**config.mk**
```make
export PLATFORM = sky130hd
export DESIGN_NAME = cia_irq_aggregator
export DESIGN_NICKNAME = d
export VERILOG_FILES = /design/src/cia_pkg.sv /design/src/cia_irq_aggregator.sv
export SDC_FILE = /design/constraint.sdc
export NUM_CORES = 1
export LEC_CHECK = 0
export ABC_AREA = 1
export BUFFER_PORTS_ARGS = -buffer_cell sky130_fd_sc_hd__buf_2
export CAP_MARGIN = 20
export CORE_MARGIN = 8
export CORE_UTILIZATION = 35
export DETAILED_ROUTE_END_ITERATION = 10
export SYNTH_ARGS = -nofsm -noshare
export SYNTH_HDL_FRONTEND = slang
export SYNTH_SLANG_ARGS = --single-unit
```
**constraint.sdc**
```tcl
create_clock -name clk_i -period 2.2 [get_ports clk_i]
set_input_delay 0.22 -clock clk_i [delete_from_list [all_inputs] [get_ports clk_i]]
set_output_delay 0.22 -clock clk_i [all_outputs]
set_load 0.02 [all_outputs]
```
**src/cia_pkg.sv**
```systemverilog
// Purpose: Shared constants and types for the codec interrupt aggregator.
// Assumes: 10 MHz register clock, Wishbone data 32 bits, registers 16 bits.
// Notes: Register offsets are word indices; byte address is four times.
package cia_pkg;

  // Register word indices; byte address = index * 4
  localparam logic [9:0] IDX_FLAGS_LO = 10'h230;
  localparam logic [9:0] IDX_FLAGS_HI = 10'h231;
  localparam logic [9:0] IDX_MASK_LO = 10'h238;
  localparam logic [9:0] IDX_MASK_HI = 10'h239;
  localparam logic [9:0] IDX_OUT_CTL = 10'h240;
  localparam logic [9:0] IDX_DEBOUNCE = 10'h248;
  localparam logic [9:0] IDX_MIC_POL = 10'h24A;

  // Implemented bits of each register; all others read zero
  localparam logic [15:0] BITS_FLAGS_LO = 16'h0030;
  localparam logic [15:0] BITS_FLAGS_HI = 16'hFFED;
  localparam logic [15:0] BITS_MASK_LO = 16'h0030;
  localparam logic [15:0] BITS_MASK_HI = 16'hFFFF;
  localparam logic [15:0] BITS_OUT_CTL = 16'h0001;
  localparam logic [15:0] BITS_DEBOUNCE = 16'h003F;
  localparam logic [15:0] BITS_MIC_POL = 16'hC000;

  // Values after reset
  localparam logic [15:0] RST_FLAGS = 16'h0000;
  localparam logic [15:0] RST_MASK_LO = 16'h0030;
  localparam logic [15:0] RST_MASK_HI = 16'hFFFF;
  localparam logic [15:0] RST_OUT_CTL = 16'h0000;
  localparam logic [15:0] RST_DEBOUNCE = 16'h003F;
  localparam logic [15:0] RST_MIC_POL = 16'h0000;

  // Field positions, shared by flag, mask and debounce words; POS_IRQ_POL is the output control bit
  localparam int unsigned POS_PIN_SIX = 5;
  localparam int unsigned POS_PIN_FIVE = 4;
  localparam int unsigned POS_MIC_SHORT = 15;
  localparam int unsigned POS_MIC_DETECT = 14;
  localparam int unsigned POS_FIFO_ERR = 13;
  localparam int unsigned POS_LVL_LOCK = 12;
  localparam int unsigned POS_LVL_THRESH = 11;
  localparam int unsigned POS_LVL_SAT = 10;
  localparam int unsigned POS_LVL_PEAK = 9;
  localparam int unsigned POS_LVL_GATE = 8;
  localparam int unsigned POS_SEQ_DONE = 7;
  localparam int unsigned POS_DYN_ACT = 6;
  localparam int unsigned POS_FLL_LOCK = 5;
  localparam int unsigned POS_PLL3_LOCK = 3;
  localparam int unsigned POS_PLL2_LOCK = 2;
  localparam int unsigned POS_OVERTEMP = 0;
  localparam int unsigned POS_IRQ_POL = 0;

  // Debounced sources, slot n sits at this bit of the flag word
  localparam int unsigned NUM_DB = 4;
  localparam logic [3:0][3:0] DB_POS = {4'h5, 4'h3, 4'h2, 4'h0};

  // Debounce filter time
  localparam int unsigned CLK_PERIOD_NS = 100;
  localparam int unsigned DB_TIME_NS = 100000;
  localparam int unsigned DB_CYCLES = (DB_TIME_NS + CLK_PERIOD_NS - 1)
                                      / CLK_PERIOD_NS;
  localparam int unsigned DB_CW = $clog2(DB_CYCLES + 1);
  localparam logic [DB_CW-1:0] DB_LAST = DB_CW'(DB_CYCLES - 1);

  // Event sources from the codec's own units, same clock
  typedef struct packed {
    logic mic_short_over;
    logic mic_detect_over;
    logic fifo_error;
    logic level_lock;
    logic level_threshold;
    logic level_saturation;
    logic level_peak_overload;
    logic level_noise_gate;
    logic sequencer_done;
    logic dynamics_activity;
    logic freq_loop_lock;
    logic third_pll_lock;
    logic second_pll_lock;
    logic overtemp;
  } cia_src_s;

  // Entire state of the aggregator
  typedef struct packed {
    logic ack;
    logic [15:0] rdat;
    logic [15:0] flags_lo;
    logic [15:0] flags_hi;
    logic [15:0] mask_lo;
    logic [15:0] mask_hi;
    logic [15:0] out_ctl;
    logic [15:0] debounce;
    logic [15:0] mic_pol;
    logic [1:0] pin_meta;
    logic [1:0] pin_sync;
    logic [1:0] pin_prev;
    logic [15:0] ev_prev;
    logic [NUM_DB-1:0] filt;
    logic [NUM_DB-1:0][DB_CW-1:0] cnt;
    logic irq;
  } cia_state_s;

endpackage : cia_pkg

```
**src/cia_irq_aggregator.sv**
```systemverilog
// Purpose: Interrupt aggregation for the codec: sticky flags, masks,
//   debounce of PLL and FLL lock and temperature sources, output polarity.
// Assumes: Classic Wishbone slave, one clock, synchronous reset.
// Notes: Registers are 16 bits in the low half of the 32-bit data bus.
//
// Added by the designer: the Wishbone interface to the registers.

`timescale 1ns/1ns
`default_nettype none

module cia_irq_aggregator
  import cia_pkg::*;
#(
  parameter int unsigned ADDR_W = 12
) (
  input wire logic clk_i,
  input wire logic sys_rst_i,
  input wire logic ce_i,
  input wire logic wb_cyc_i,
  input wire logic wb_stb_i,
  input wire logic wb_we_i,
  input wire logic [ADDR_W-1:0] wb_adr_i,
  input wire logic [3:0] wb_sel_i,
  input wire logic [31:0] wb_dat_i,
  output logic [31:0] wb_dat_o,
  output logic wb_ack_o,
  input wire cia_src_s src_i,
  input wire logic pin_five_i,
  input wire logic pin_six_i,
  output logic irq_o
);

  // Word index needs ten bits above the byte lanes
  if (ADDR_W < 12) begin : g_addr_check
    $error("cia_irq_aggregator: ADDR_W must be at least 12");
  end

  cia_state_s st_ff;
  cia_state_s nxt_st;

  logic req;
  logic wr_now;
  logic [9:0] idx;
  logic [15:0] wmask;
  logic [15:0] wdat;
  logic [15:0] lvl_hi;
  logic [15:0] lvl_lo;
  logic [15:0] set_hi;
  logic [15:0] set_lo;
  logic [15:0] clr_hi;
  logic [15:0] clr_lo;
  logic [15:0] rd_mux;
  logic [NUM_DB-1:0] db_raw;
  logic [NUM_DB-1:0] db_on;

  assign req = wb_cyc_i & wb_stb_i;
  assign idx = wb_adr_i[11:2];
  assign wdat = wb_dat_i[15:0];
  assign wmask = {{8{wb_sel_i[1]}}, {8{wb_sel_i[0]}}};
  // A write lands on the edge where the master sees ack
  assign wr_now = req & wb_we_i & st_ff.ack;

  // Raw levels of the debounced sources, slot order follows DB_POS
  assign db_raw = {src_i.freq_loop_lock, src_i.third_pll_lock,
                   src_i.second_pll_lock, src_i.overtemp};

  always_comb begin
    for (int i = 0; i < NUM_DB; i++) begin
      db_on[i] = st_ff.debounce[DB_POS[i]];
    end
  end

  // Event levels of the second status word
  always_comb begin
    lvl_hi = 16'h0000;
    lvl_hi[POS_MIC_SHORT] = src_i.mic_short_over
                            ^ st_ff.mic_pol[POS_MIC_SHORT];
    lvl_hi[POS_MIC_DETECT] = src_i.mic_detect_over
                             ^ st_ff.mic_pol[POS_MIC_DETECT];
    lvl_hi[POS_FIFO_ERR] = src_i.fifo_error;
    lvl_hi[POS_LVL_LOCK] = src_i.level_lock;
    lvl_hi[POS_LVL_THRESH] = src_i.level_threshold;
    lvl_hi[POS_LVL_SAT] = src_i.level_saturation;
    lvl_hi[POS_LVL_PEAK] = src_i.level_peak_overload;
    lvl_hi[POS_LVL_GATE] = src_i.level_noise_gate;
    lvl_hi[POS_SEQ_DONE] = src_i.sequencer_done;
    lvl_hi[POS_DYN_ACT] = src_i.dynamics_activity;
    // Filtered value of each PLL, FLL or temperature source
    for (int i = 0; i < NUM_DB; i++) begin
      lvl_hi[DB_POS[i]] = st_ff.filt[i];
    end
  end

  // Pin events come from the synchronised copies only
  always_comb begin
    lvl_lo = 16'h0000;
    lvl_lo[POS_PIN_SIX] = st_ff.pin_sync[1];
    lvl_lo[POS_PIN_FIVE] = st_ff.pin_sync[0];
  end

  // Rising edge of a level is an event
  always_comb begin
    set_hi = lvl_hi & ~st_ff.ev_prev & BITS_FLAGS_HI;
    set_lo = lvl_lo & {14'h0000, ~st_ff.pin_prev} << POS_PIN_FIVE;
    set_lo = set_lo & BITS_FLAGS_LO;
  end

  // Write-one-to-clear strobes
  always_comb begin
    clr_hi = 16'h0000;
    clr_lo = 16'h0000;
    if (wr_now && idx == IDX_FLAGS_HI) begin
      clr_hi = wdat & wmask;
    end
    if (wr_now && idx == IDX_FLAGS_LO) begin
      clr_lo = wdat & wmask;
    end
  end

  // Read multiplexer; unmapped words read zero
  always_comb begin
    case (idx)
      IDX_FLAGS_LO: rd_mux = st_ff.flags_lo & BITS_FLAGS_LO;
      IDX_FLAGS_HI: rd_mux = st_ff.flags_hi & BITS_FLAGS_HI;
      IDX_MASK_LO: rd_mux = st_ff.mask_lo & BITS_MASK_LO;
      IDX_MASK_HI: rd_mux = st_ff.mask_hi & BITS_MASK_HI;
      IDX_OUT_CTL: rd_mux = st_ff.out_ctl & BITS_OUT_CTL;
      IDX_DEBOUNCE: rd_mux = st_ff.debounce & BITS_DEBOUNCE;
      IDX_MIC_POL: rd_mux = st_ff.mic_pol & BITS_MIC_POL;
      default: rd_mux = 16'h0000;
    endcase
  end

  always_comb begin
    nxt_st = st_ff;

    // Bus handshake: one wait cycle, ack drops after one cycle
    nxt_st.ack = req & ~st_ff.ack;
    // Only reads load the data register, so it stands until the next read
    if (req && !st_ff.ack && !wb_we_i) begin
      nxt_st.rdat = rd_mux;
    end

    // Pin synchronisers; the first stage feeds only the second
    nxt_st.pin_meta = {pin_six_i, pin_five_i};
    nxt_st.pin_sync = st_ff.pin_meta;
    nxt_st.pin_prev = st_ff.pin_sync;
    nxt_st.ev_prev = lvl_hi;

    // Debounce: a change is taken only after it stays stable long enough
    for (int i = 0; i < NUM_DB; i++) begin
      if (!db_on[i]) begin
        nxt_st.filt[i] = db_raw[i];
        nxt_st.cnt[i] = '0;
      end else if (db_raw[i] == st_ff.filt[i]) begin
        nxt_st.cnt[i] = '0;
      end else if (st_ff.cnt[i] == DB_LAST) begin
        nxt_st.filt[i] = db_raw[i];
        nxt_st.cnt[i] = '0;
      end else begin
        nxt_st.cnt[i] = st_ff.cnt[i] + DB_CW'(1);
      end
    end

    // Set wins over a clear in the same cycle so no event is lost
    nxt_st.flags_hi = ((st_ff.flags_hi & ~clr_hi) | set_hi)
                      & BITS_FLAGS_HI;
    nxt_st.flags_lo = ((st_ff.flags_lo & ~clr_lo) | set_lo)
                      & BITS_FLAGS_LO;

    // Plain read-write registers, byte lanes honoured
    if (wr_now) begin
      case (idx)
        IDX_MASK_LO: begin
          nxt_st.mask_lo = ((st_ff.mask_lo & ~wmask) | (wdat & wmask))
                           & BITS_MASK_LO;
        end
        IDX_MASK_HI: begin
          nxt_st.mask_hi = ((st_ff.mask_hi & ~wmask) | (wdat & wmask))
                           & BITS_MASK_HI;
        end
        IDX_OUT_CTL: begin
          nxt_st.out_ctl = ((st_ff.out_ctl & ~wmask) | (wdat & wmask))
                           & BITS_OUT_CTL;
        end
        IDX_DEBOUNCE: begin
          nxt_st.debounce = ((st_ff.debounce & ~wmask) | (wdat & wmask))
                            & BITS_DEBOUNCE;
        end
        IDX_MIC_POL: begin
          nxt_st.mic_pol = ((st_ff.mic_pol & ~wmask) | (wdat & wmask))
                           & BITS_MIC_POL;
        end
        default: begin
          nxt_st.mic_pol = st_ff.mic_pol;
        end
      endcase
    end

    // Output follows the new state, so it is registered yet current
    nxt_st.irq = (|(nxt_st.flags_hi & ~nxt_st.mask_hi)
                  | |(nxt_st.flags_lo & ~nxt_st.mask_lo))
                 ^ nxt_st.out_ctl[POS_IRQ_POL];
  end

  always_ff @(posedge clk_i) begin
    if (sys_rst_i) begin
      st_ff <= '0;
      st_ff.flags_hi <= RST_FLAGS;
      st_ff.flags_lo <= RST_FLAGS;
      st_ff.mask_lo <= RST_MASK_LO;
      st_ff.mask_hi <= RST_MASK_HI;
      st_ff.out_ctl <= RST_OUT_CTL;
      st_ff.debounce <= RST_DEBOUNCE;
      st_ff.mic_pol <= RST_MIC_POL;
      // Active-high default: idle output is low
      st_ff.irq <= 1'b0;
    end else if (ce_i) begin
      st_ff <= nxt_st;
    end
  end

  assign wb_ack_o = st_ff.ack;
  assign wb_dat_o = {16'h0000, st_ff.rdat};
  assign irq_o = st_ff.irq;

endmodule : cia_irq_aggregator

`default_nettype wire

```
-- Word-level counts from Yosys, hierarchy flattened
Index checks and enable logic that the tools add are counted.
- bits in registers: 139
- latch bits: 0
- bits in writable memories: 0
- memory bits (read-only): 0
- bits of input ports: 70
- output and inout bits: 34
- logic and storage cells: 132
- memories kept: 0
- $add $sub $neg: 4
- $mul: 0
- div/mod/pow operators: 0
- order comparisons: 0
- equality and inequality tests: 23
- shift-type cells: 0
- mux-type cells: 33
- bitwise gates (word level): 35
- reduce and logical (&&, ||, !) cells: 15
- operators by type and width (operator ; count):
    $mux W10 ; 12
    $pmux W16 S7 ; 1
    $eq A10 B10 Y1 const B ; 11
    $and A16 B16 Y16 ; 6
    $mux W80 ; 1
    $not A16 Y16 ; 5
    $mux W16 ; 4
    $or A16 B16 Y16 ; 3
    $add A10 B1 Y10 const B ; 4
    $reduce_or A16 Y1 ; 2
    $and A6 B6 Y6 ; 4
    $or A6 B6 Y6 ; 3
    $reduce_and A3 Y1 ; 6
    $and A6 B16 Y16 ; 1
    $mux W1 ; 13
    $mux W6 ; 2
    $ne A2 B1 Y1 const B ; 4
    $ne A2 B2 Y1 const B ; 4
    $not A6 Y6 ; 1
    $and A1 B1 Y1 ; 5
    $eq A1 B1 Y1 ; 4
    $logic_and A1 B1 Y1 ; 4
    $xor A1 B1 Y1 ; 3
    $logic_not A1 Y1 ; 2
    other kinds (4) ; 5

-- Logic depth before layout (Yosys ltp)
Gate-level depths: netlist (run 1).
- depth after elaboration: 12
- gate-level depth with buffers: 18
- mapped depth without buffers: 18

-- Worst setup path after synthesis (run 1)
OpenSTA, ideal clock, no wires.
- path type: register to register
- start: reg st_ff (netlist bit wb_ack_o)
- end: reg st_ff (netlist bit irq_o)
- library setup time: 0.109 ns
- arrival: 1.725 ns
- required time: 2.091 ns
- setup slack: 0.366 ns
- stages on the path, launching flop included: 18
- path buffers: 0
- period minus slack after synthesis: 1.834 ns
- path through: dfxtp_1 > nand2_1 > inv_1 > nand2_2 > nor2_4 > nand3_2 > nand2_1 > o21ai_0 > nand2_1 > nand2_1 > inv_1 > nand2_1 > nor2_2 > nand2_1 > nand2_1 > nand3_1 > nand2_1 > inv_1
- word-level cells in the longest chain between the ends: 10
- elaborated cells on any way between the ends: 20
- those cells by class: mux: 3; bitwise: 13; reduce/logical: 4
- RTL lines (what ; line ; text):
    start: declaration ; cia_irq_aggregator.sv:38 ; cia_state_s st_ff;
    start signal: assignment ; cia_irq_aggregator.sv:219 ; st_ff <= nxt_st;
    $and A1 B1 Y1 * ; cia_irq_aggregator.sv:61 ; assign wr_now = req & wb_we_i & st_ff.ack;
    $logic_and A1 B1 Y1, on equally long branches ; cia_irq_aggregator.sv:112, cia_irq_aggregator.sv:115 ;
    $mux W16 or $mux W6 (tied branches) ; cia_irq_aggregator.sv:112, cia_irq_aggregator.sv:115 ;
    $not A16 Y16 or $not A6 Y6 (tied branches) ; cia_irq_aggregator.sv:166, cia_irq_aggregator.sv:168 ;
    $and A16 B16 Y16 or $and A6 B6 Y6 (tied branches) ; cia_irq_aggregator.sv:166, cia_irq_aggregator.sv:168 ;
    $or A16 B16 Y16 or $or A6 B6 Y6 (tied branches) ; cia_irq_aggregator.sv:166, cia_irq_aggregator.sv:168 ;
    $and A16 B16 Y16 or $and A6 B16 Y16 (tied branches) ; cia_irq_aggregator.sv:201, cia_irq_aggregator.sv:202 ;
    $reduce_or A16 Y1, on equally long branches ; cia_irq_aggregator.sv:201, cia_irq_aggregator.sv:202 ;
    $or A1 B1 Y1 ; cia_irq_aggregator.sv:202 ; | |(nxt_st.flags_lo & ~nxt_st.mask_lo))
    $xor A1 B1 Y1 * ; cia_irq_aggregator.sv:203 ; ^ nxt_st.out_ctl[POS_IRQ_POL];
Every way passes the cells marked *; elsewhere a longest branch is shown, timed or not.
A chain may end at the register's enable or synchronous reset.

-- Worst setup path after layout (run 1)
Ends and elaborated chain as after synthesis.

==> results.sh, run 1 <==
export IMPL_critical_path_top_delay_family="simple AND/OR/NAND/NOR gates"
export IMPL_n_fill_cell=1972
export IMPL_vdd_drop_max_v=0.000445
export IMPL_timing_fmax_mhz=498
export IMPL_rsz0062_at_grt="no"
export IMPL_insertedDiodeCount=0
export IMPL_detailroute_via_count=6072
export IMPL_syn_to_final_growth_pct=15.1
export IMPL_clock_tree_htree_level_count=4
export IMPL_worst_pin_slew_ns=0.552
export IMPL_clk_pin_slew_ns=0.05
export IMPL_syn_instance_count=967
export IMPL_routed_wire_length_per_instance_um=13.5
export IMPL_grt_most_used_layer="met2"
export IMPL_cts_resized=0
export IMPL_fin_worst_hold_slack_ns=0.0404
export IMPL_rows=50
export IMPL_io_pin_count=104
export IMPL_cp_arrival_ns=2.32
export IMPL_timing_critical_path_to_type="register"
export IMPL_floorplan_initialDensity_pct=35.6
export IMPL_dp_hpwl_mm=12.4
export IMPL_postCtsSetupRepairBufs=0
export IMPL_cts_root_buffer_cell="sky130_fd_sc_hd__clkbuf_16"
export IMPL_dieWidth_um=154
export IMPL_count_of_flip_flops_with_a_built_in_enable_after_synthesis=0
export IMPL_antenna_found_initial=2
export IMPL_place_port_buffers=67
export IMPL_grt_start_max_net_pins=71
export IMPL_critical_path_class="reg2reg"
export IMPL_netlist_top_cell_by_area="sky130_fd_sc_hd__dfxtp_1"
export IMPL_drt_antenna_violating_nets=0
export IMPL_power_density_cell_area_mw_per_mm2=707
export IMPL_cts_hold_repair_buffers=0
export IMPL_status="finished, final reports clean"
export IMPL_finalHoldViolCount=0
export IMPL_synth_yosys_seq_area_share_pct=37.7
export IMPL_met3_usage_pct=4.51
export IMPL_critical_path_top_cell_by_count="sky130_fd_sc_hd__nand2_1"
export IMPL_drt_total_wl_mm=17.0
export IMPL_commonest_non_fill_non_tap_cell_in_the_layout="sky130_fd_sc_hd__nand2_1"
export IMPL_yosys_register_bits=125
export IMPL_grt_pass1_vias=5632
export IMPL_fp_coreArea_sq_mm=0.0186
export IMPL_insertion_delay_ns=0.42
export IMPL_use_met1_pct=18.5
export IMPL_cp_buffers_inverters=3
export IMPL_startpoint_type="register"
export IMPL_timing_clock_skew_ns=0.00456
export IMPL_slew_violations=0
export IMPL_max_clock_path_buffers=2
export IMPL_worstPathMaxFanout=9
export IMPL_groute_layer_met2_usage_pct=23.1
export IMPL_timing_max_cap_violations=0
export IMPL_drt_first_pass_iters=5
export IMPL_multi_input_comb_area_sq_mm=0.00331
export IMPL_clock_sinks=125
export IMPL_min_delay_path_class="in2reg"
export IMPL_synth_main_ff_cell="sky130_fd_sc_hd__dfxtp_1"
export IMPL_fin_crit_share_pct=91.2
export IMPL_setup_violating_endpoint_count_in_the_final_report=0
export IMPL_grt_first_pass_wirelength_mm=28.1
export IMPL_async_reset_ff_share_pct=0
export IMPL_num_nets_final=1092
export IMPL_worst_slew_margin_rel_pct=62.9
export IMPL_drt_initial_drc_count=487
export IMPL_seq_area_sq_mm=0.00250
export IMPL_tns_ns=0
export IMPL_track_usage_pct=14.7
export IMPL_detail_route_drc_violations=0
export IMPL_clock_tree_from_tritoncts="built"
export IMPL_layout_drive_gt1_share_pct=14.7
export IMPL_die_h_um=154
export IMPL_post_drt_via_cell_ratio=4.80
export IMPL_replace_congestion=0.806
export IMPL_commonest_cells_after_routing_fill_and_taps_aside="sky130_fd_sc_hd__nand2_1, sky130_fd_sc_hd__dfxtp_1, sky130_fd_sc_hd__inv_1"
export IMPL_total_power_uw=5400
export IMPL_postSynthAreaPerCell_sq_um=6.86
export IMPL_netlist_top_cells_area="sky130_fd_sc_hd__dfxtp_1, sky130_fd_sc_hd__nand2_1, sky130_fd_sc_hd__inv_1"
export IMPL_synth_warnings=0
export IMPL_synth_cell_area_sq_mm=0.00664
export IMPL_critical_path_slowest_cell="sky130_fd_sc_hd__dfxtp_1"
export IMPL_required_ns=2.51
export IMPL_total_leakage_power_uw=0.00354
export IMPL_fin_crit_ns=2.01
export IMPL_global_route_overflow_total=0
export IMPL_numCtsBuffers=17
export IMPL_timing_critical_path_slowest_cell_delay_ns=0.37
export IMPL_synth_top_area_share_pct=37.7
export IMPL_unique_cell_type_count_in_the_yosys_netlist=45
export IMPL_dieArea_sq_mm=0.0236
export IMPL_cp_cell_sequence="nand2_1, inv_1, nand2_2, nor2_4, nand3_2, nand2_1, o21ai_0, nand2_1, nand2_1, inv_1, nand2_1, nor2_2, nand2_1, nand2_1, nand3_1, nand2_1, inv_1"
[report_power, final]
| part | internal, uW | switching, uW |
|---|---|---|
| Clock | 1540 | 967 |
| Combinational | 167 | 339 |
| Sequential | 2340 | 44.1 |
[cell type report]
class / count / share of cell area, %
repair buffers: 87 / 6.85
multi-input cells: 660 / 43.3
clock buffers: 25 / 6.49
clock inverters: 7 / 0.491
flip-flops and latches: 125 / 32.8
well taps: 234 / 3.83
inverters: 127 / 6.24
[metal layers]
layer,up-vias,part of all wire (%)
met5,-,0.16
met4,4,1.3
met3,19,5.3
met2,122,45
met1,2718,49
li1,3209,-
[state kept, by name, summed over array words and instances, names as in the netlist, named ones only]
signal	cells
wb_ack_o	1
lvl_hi	4
wb_dat_o	16
st_ff	89
irq_o	1
lvl_lo	2
nxt_st	2
[worst reg2reg max path, stage by stage, from the launching register on]
cell                      delay [ns]
sky130_fd_sc_hd__dfxtp_1        0.37
sky130_fd_sc_hd__nand2_1        0.10
sky130_fd_sc_hd__inv_1          0.07
sky130_fd_sc_hd__nand2_2        0.13
sky130_fd_sc_hd__nor2_4         0.17
sky130_fd_sc_hd__nand3_2        0.22
sky130_fd_sc_hd__nand2_1        0.10
sky130_fd_sc_hd__o21ai_0        0.07
sky130_fd_sc_hd__nand2_1        0.11
sky130_fd_sc_hd__nand2_1        0.07
sky130_fd_sc_hd__inv_1          0.05
sky130_fd_sc_hd__nand2_1        0.06
sky130_fd_sc_hd__nor2_2         0.12
sky130_fd_sc_hd__nand2_1        0.06
sky130_fd_sc_hd__nand2_1        0.05
sky130_fd_sc_hd__nand3_1        0.06
sky130_fd_sc_hd__nand2_1        0.06
sky130_fd_sc_hd__inv_1          0.04
[per-stage QoR]
| step | setup slack [ns] | utilization, % | cell area, sq um | std cells |
|---|---|---|---|---|
| 4_1_cts | 0.182 | 41.0 | 7640 | 1265 |
| 5_1_grt | 0.0486 | 41.0 | 7640 | 1265 |
| 3_5_place_dp | 0.153 | 38.1 | 7110 | 1233 |
| 2_1_floorplan | 0.366 | - | 6690 | 982 |
| 3_3_place_gp | 0.186 | 38.1 | 7110 | 1233 |
| 6_report | 0.194 | 41.0 | 7640 | 1265 |
[path summary, 6_finish.rpt]
kind / from / endpoint / slack, ns / depth (start not counted)
max: wb_ack_o$_SDFFE_PP0P_ / irq_o$_SDFFE_PP0P_ / 0.19 / 17
min: pin_six_i / nxt_st[64]$_SDFFE_PP0P_ / 0.04 / 3
max reg2reg: wb_ack_o$_SDFFE_PP0P_ / irq_o$_SDFFE_PP0P_ / 0.19 / 17
min reg2reg: st_ff[50]$_SDFFE_PP0P_ / st_ff[50]$_SDFFE_PP0P_ / 0.45 / 2
[cells in the mapped netlist (all sizes together) (2+ instances only)]
library cell  count
o22ai             5
nand4            16
ha                4
o21ai            66
nand3            42
nand3b            4
o221ai            3
a32o              3
nor2             89
a211oi            9
dfxtp           125
or2               3
nor4              4
xor2             10
inv             125
clkinv            2
a22o              2
nand2           240
nor3b             2
a221oi            4
a22oi             5
clkbuf           26
nor3             11
xnor2             7
a21oi            90
o31ai             2
or3               2
o21a              4
buf              44
o211ai           16
[logic make-up after synthesis]
kind of cell	Yosys count	share of synthesized area, %
fa+ha+maj	4	0.754
simple gates	413	27.8
xor+xnor	17	2.24
buf+inv	197	13.3
compound gates	210	18.2
flops	125	37.7
other cells	1	0.0565
Note: power is estimated with default switching activity, not from simulation.
==> inputs of run 2 (changes only) <==
==> constraint.sdc (replaced) <==
create_clock -name clk_i -period 2.32 [get_ports clk_i]
set_input_delay 0.232 -clock clk_i [delete_from_list [all_inputs] [get_ports clk_i]]
set_output_delay 0.232 -clock clk_i [all_outputs]
set_load 0.02 [all_outputs]
==> results.sh, run 2 (synthesized netlist as in run 1, its figures left out) <==
export IMPL_startpoint_type="register"
export IMPL_clock_tree_from_tritoncts="built"
export IMPL_grt_start_max_net_pins=64
export IMPL_cp_cell_sequence="nand2_1, inv_1, nand2_2, nor2_4, nand3_2, nand2_1, o21ai_0, nand2_1, nand2_1, inv_1, nand2_1, nor2_2, nand2_1, nand2_1, nand3_1, nand2_1, inv_1"
export IMPL_max_ffs_per_register=89
export IMPL_critical_path_top_cell_by_count="sky130_fd_sc_hd__nand2_1"
export IMPL_timing_rr_start="wb_ack_o$_SDFFE_PP0P_"
export IMPL_fin_crit_ns=1.98
export IMPL_fin_crit_share_pct=85.1
export IMPL_cp_arrival_ns=2.29
export IMPL_min_from="pin_six_i"
export IMPL_grt_first_pass_wirelength_mm=28.4
export IMPL_layout_cell_area_non_filler_sq_mm=0.00763
export IMPL_timing_critical_path_to_type="register"
export IMPL_drt_total_wl_mm=17.0
export IMPL_multi_input_comb_area_sq_mm=0.00331
export IMPL_antenna_found_initial=1
export IMPL_critical_path_top_delay_family="simple AND/OR/NAND/NOR gates"
export IMPL_status="finished, final reports clean"
export IMPL_die_h_um=154
export IMPL_critical_path_slowest_cell="sky130_fd_sc_hd__dfxtp_1"
export IMPL_clock_tree_htree_level_count=4
export IMPL_global_route_overflow_total=0
export IMPL_worst_pin_slew_ns=0.718
export IMPL_commonest_cells_after_routing_fill_and_taps_aside="sky130_fd_sc_hd__nand2_1, sky130_fd_sc_hd__dfxtp_1, sky130_fd_sc_hd__inv_1"
export IMPL_io_pin_count=104
export IMPL_total_leakage_power_uw=0.00353
export IMPL_track_usage_pct=14.8
export IMPL_min_delay_path_class="in2reg"
export IMPL_vdd_drop_max_v=0.000377
export IMPL_cts_hold_repair_buffers=0
export IMPL_critical_path_class="reg2reg"
export IMPL_detailroute_via_count=6099
export IMPL_seq_area_sq_mm=0.00250
export IMPL_timing_max_cap_violations=0
export IMPL_replace_congestion=0.793
export IMPL_worstPathMaxFanout=9
export IMPL_dp_hpwl_mm=12.3
export IMPL_post_drt_via_cell_ratio=4.84
export IMPL_power_density_cell_area_mw_per_mm2=687
export IMPL_syn_to_final_growth_pct=15.0
export IMPL_clock_sinks=125
export IMPL_place_port_buffers=67
export IMPL_placedInstanceArea_sq_mm=0.00707
export IMPL_dieWidth_um=154
export IMPL_drt_initial_drc_count=411
export IMPL_routed_wire_length_per_instance_um=13.5
export IMPL_cts_resized=0
export IMPL_rsz0062_at_grt="no"
export IMPL_finalHoldViolCount=0
export IMPL_register_with_the_highest_flop_count="st_ff"
export IMPL_timing_clock_skew_ns=0.00545
export IMPL_tns_ns=0
export IMPL_cts_root_buffer_cell="sky130_fd_sc_hd__clkbuf_16"
export IMPL_fp_coreArea_sq_mm=0.0186
export IMPL_required_ns=2.64
export IMPL_slew_violations=0
export IMPL_sw_frac_of_total_pct=24.4
export IMPL_crit_path_start="wb_ack_o$_SDFFE_PP0P_"
export IMPL_floorplan_initialDensity_pct=35.6
export IMPL_internal_power_uw=3970
export IMPL_layout_drive_gt1_share_pct=14.6
export IMPL_pwr_share_clk_pct=47.8
export IMPL_postCtsSetupRepairBufs=0
export IMPL_timing_fmax_mhz=506
export IMPL_setup_violating_endpoint_count_in_the_final_report=0
export IMPL_grt_pass1_vias=5709
export IMPL_n_fill_cell=1972
export IMPL_numCtsBuffers=17
export IMPL_drt_first_pass_iters=6
export IMPL_insertedDiodeCount=0
export IMPL_max_clock_path_buffers=2
export IMPL_net_switching_power_uw=1280
export IMPL_worst_slew_margin_rel_pct=52.1
export IMPL_rows=50
export IMPL_commonest_non_fill_non_tap_cell_in_the_layout="sky130_fd_sc_hd__nand2_1"
export IMPL_drt_antenna_violating_nets=0
export IMPL_timing_critical_path_slowest_cell_delay_ns=0.37
export IMPL_insertion_delay_ns=0.42
export IMPL_gate_power_share_pct=9.1
export IMPL_num_nets_final=1089
export IMPL_clk_pin_slew_ns=0.05
export IMPL_cp_buffers_inverters=3
export IMPL_detail_route_drc_violations=0
export IMPL_power_share_sequential_pct=43.2
export IMPL_dieArea_sq_mm=0.0236
[run 2: final cells by class]
type	instances	share of cell area [%]
Multi-Input combinational cell	660	43.4
Clock buffer	23	6.53
Tap cell	234	3.84
Sequential cell	125	32.8
Inverter	127	6.25
Clock inverter	7	0.820
Timing Repair Buffer	84	6.39
[run 2: final timing paths]
| check | slack [ns] | depth (start not counted) | end |
|---|---|---|---|
| setup / recovery | 0.34 | 17 | irq_o$_SDFFE_PP0P_ |
| setup reg to reg | 0.34 | 17 | irq_o$_SDFFE_PP0P_ |
| hold / removal | 0.05 | 3 | nxt_st[64]$_SDFFE_PP0P_ |
| hold reg to reg | 0.45 | 2 | st_ff[53]$_SDFFE_PP0P_ |
[run 2: power groups by stage]
stage          clock network [uW]  logic [uW]  registers [uW]
2_1_floorplan                   0         350            2300
3_3_place_gp                    0         472            2300
3_5_place_dp                    0         476            2310
4_1_cts                      2580         478            2260
5_1_grt                      2660         548            2270
6_report                     2500         476            2260
[run 2: per-stage QoR]
stage               std cells  util (%)  power (uW)  setup WS [ns]  hold WS [ns]
floorplan                 982         -        2650          0.486         0.360
finish                   1260      40.9        5240          0.345        0.0501
CTS                      1260      40.9        5310          0.308        0.0327
detailed placement       1230      37.9        2780          0.249         0.444
global placement         1230      37.9        2780          0.250         0.439
global route             1260      40.9        5480         0.0814        0.0648
[run 2: layer usage]
metal  global-route usage, %  up-vias  part of all wire, %
met2                    23.8      132                   45
met5                       0        -                0.047
li1                        -     3210                    -
met1                    18.7     2735                   48
met4                    5.51        2                  1.5
met3                    3.95       20                  5.7
[run 2: worst min-delay path, cell delays in order]
cell and delay (ns):
sky130_fd_sc_hd__buf_2 0.08, sky130_fd_sc_hd__nor2_1 0.04, sky130_fd_sc_hd__nor2_1 0.08
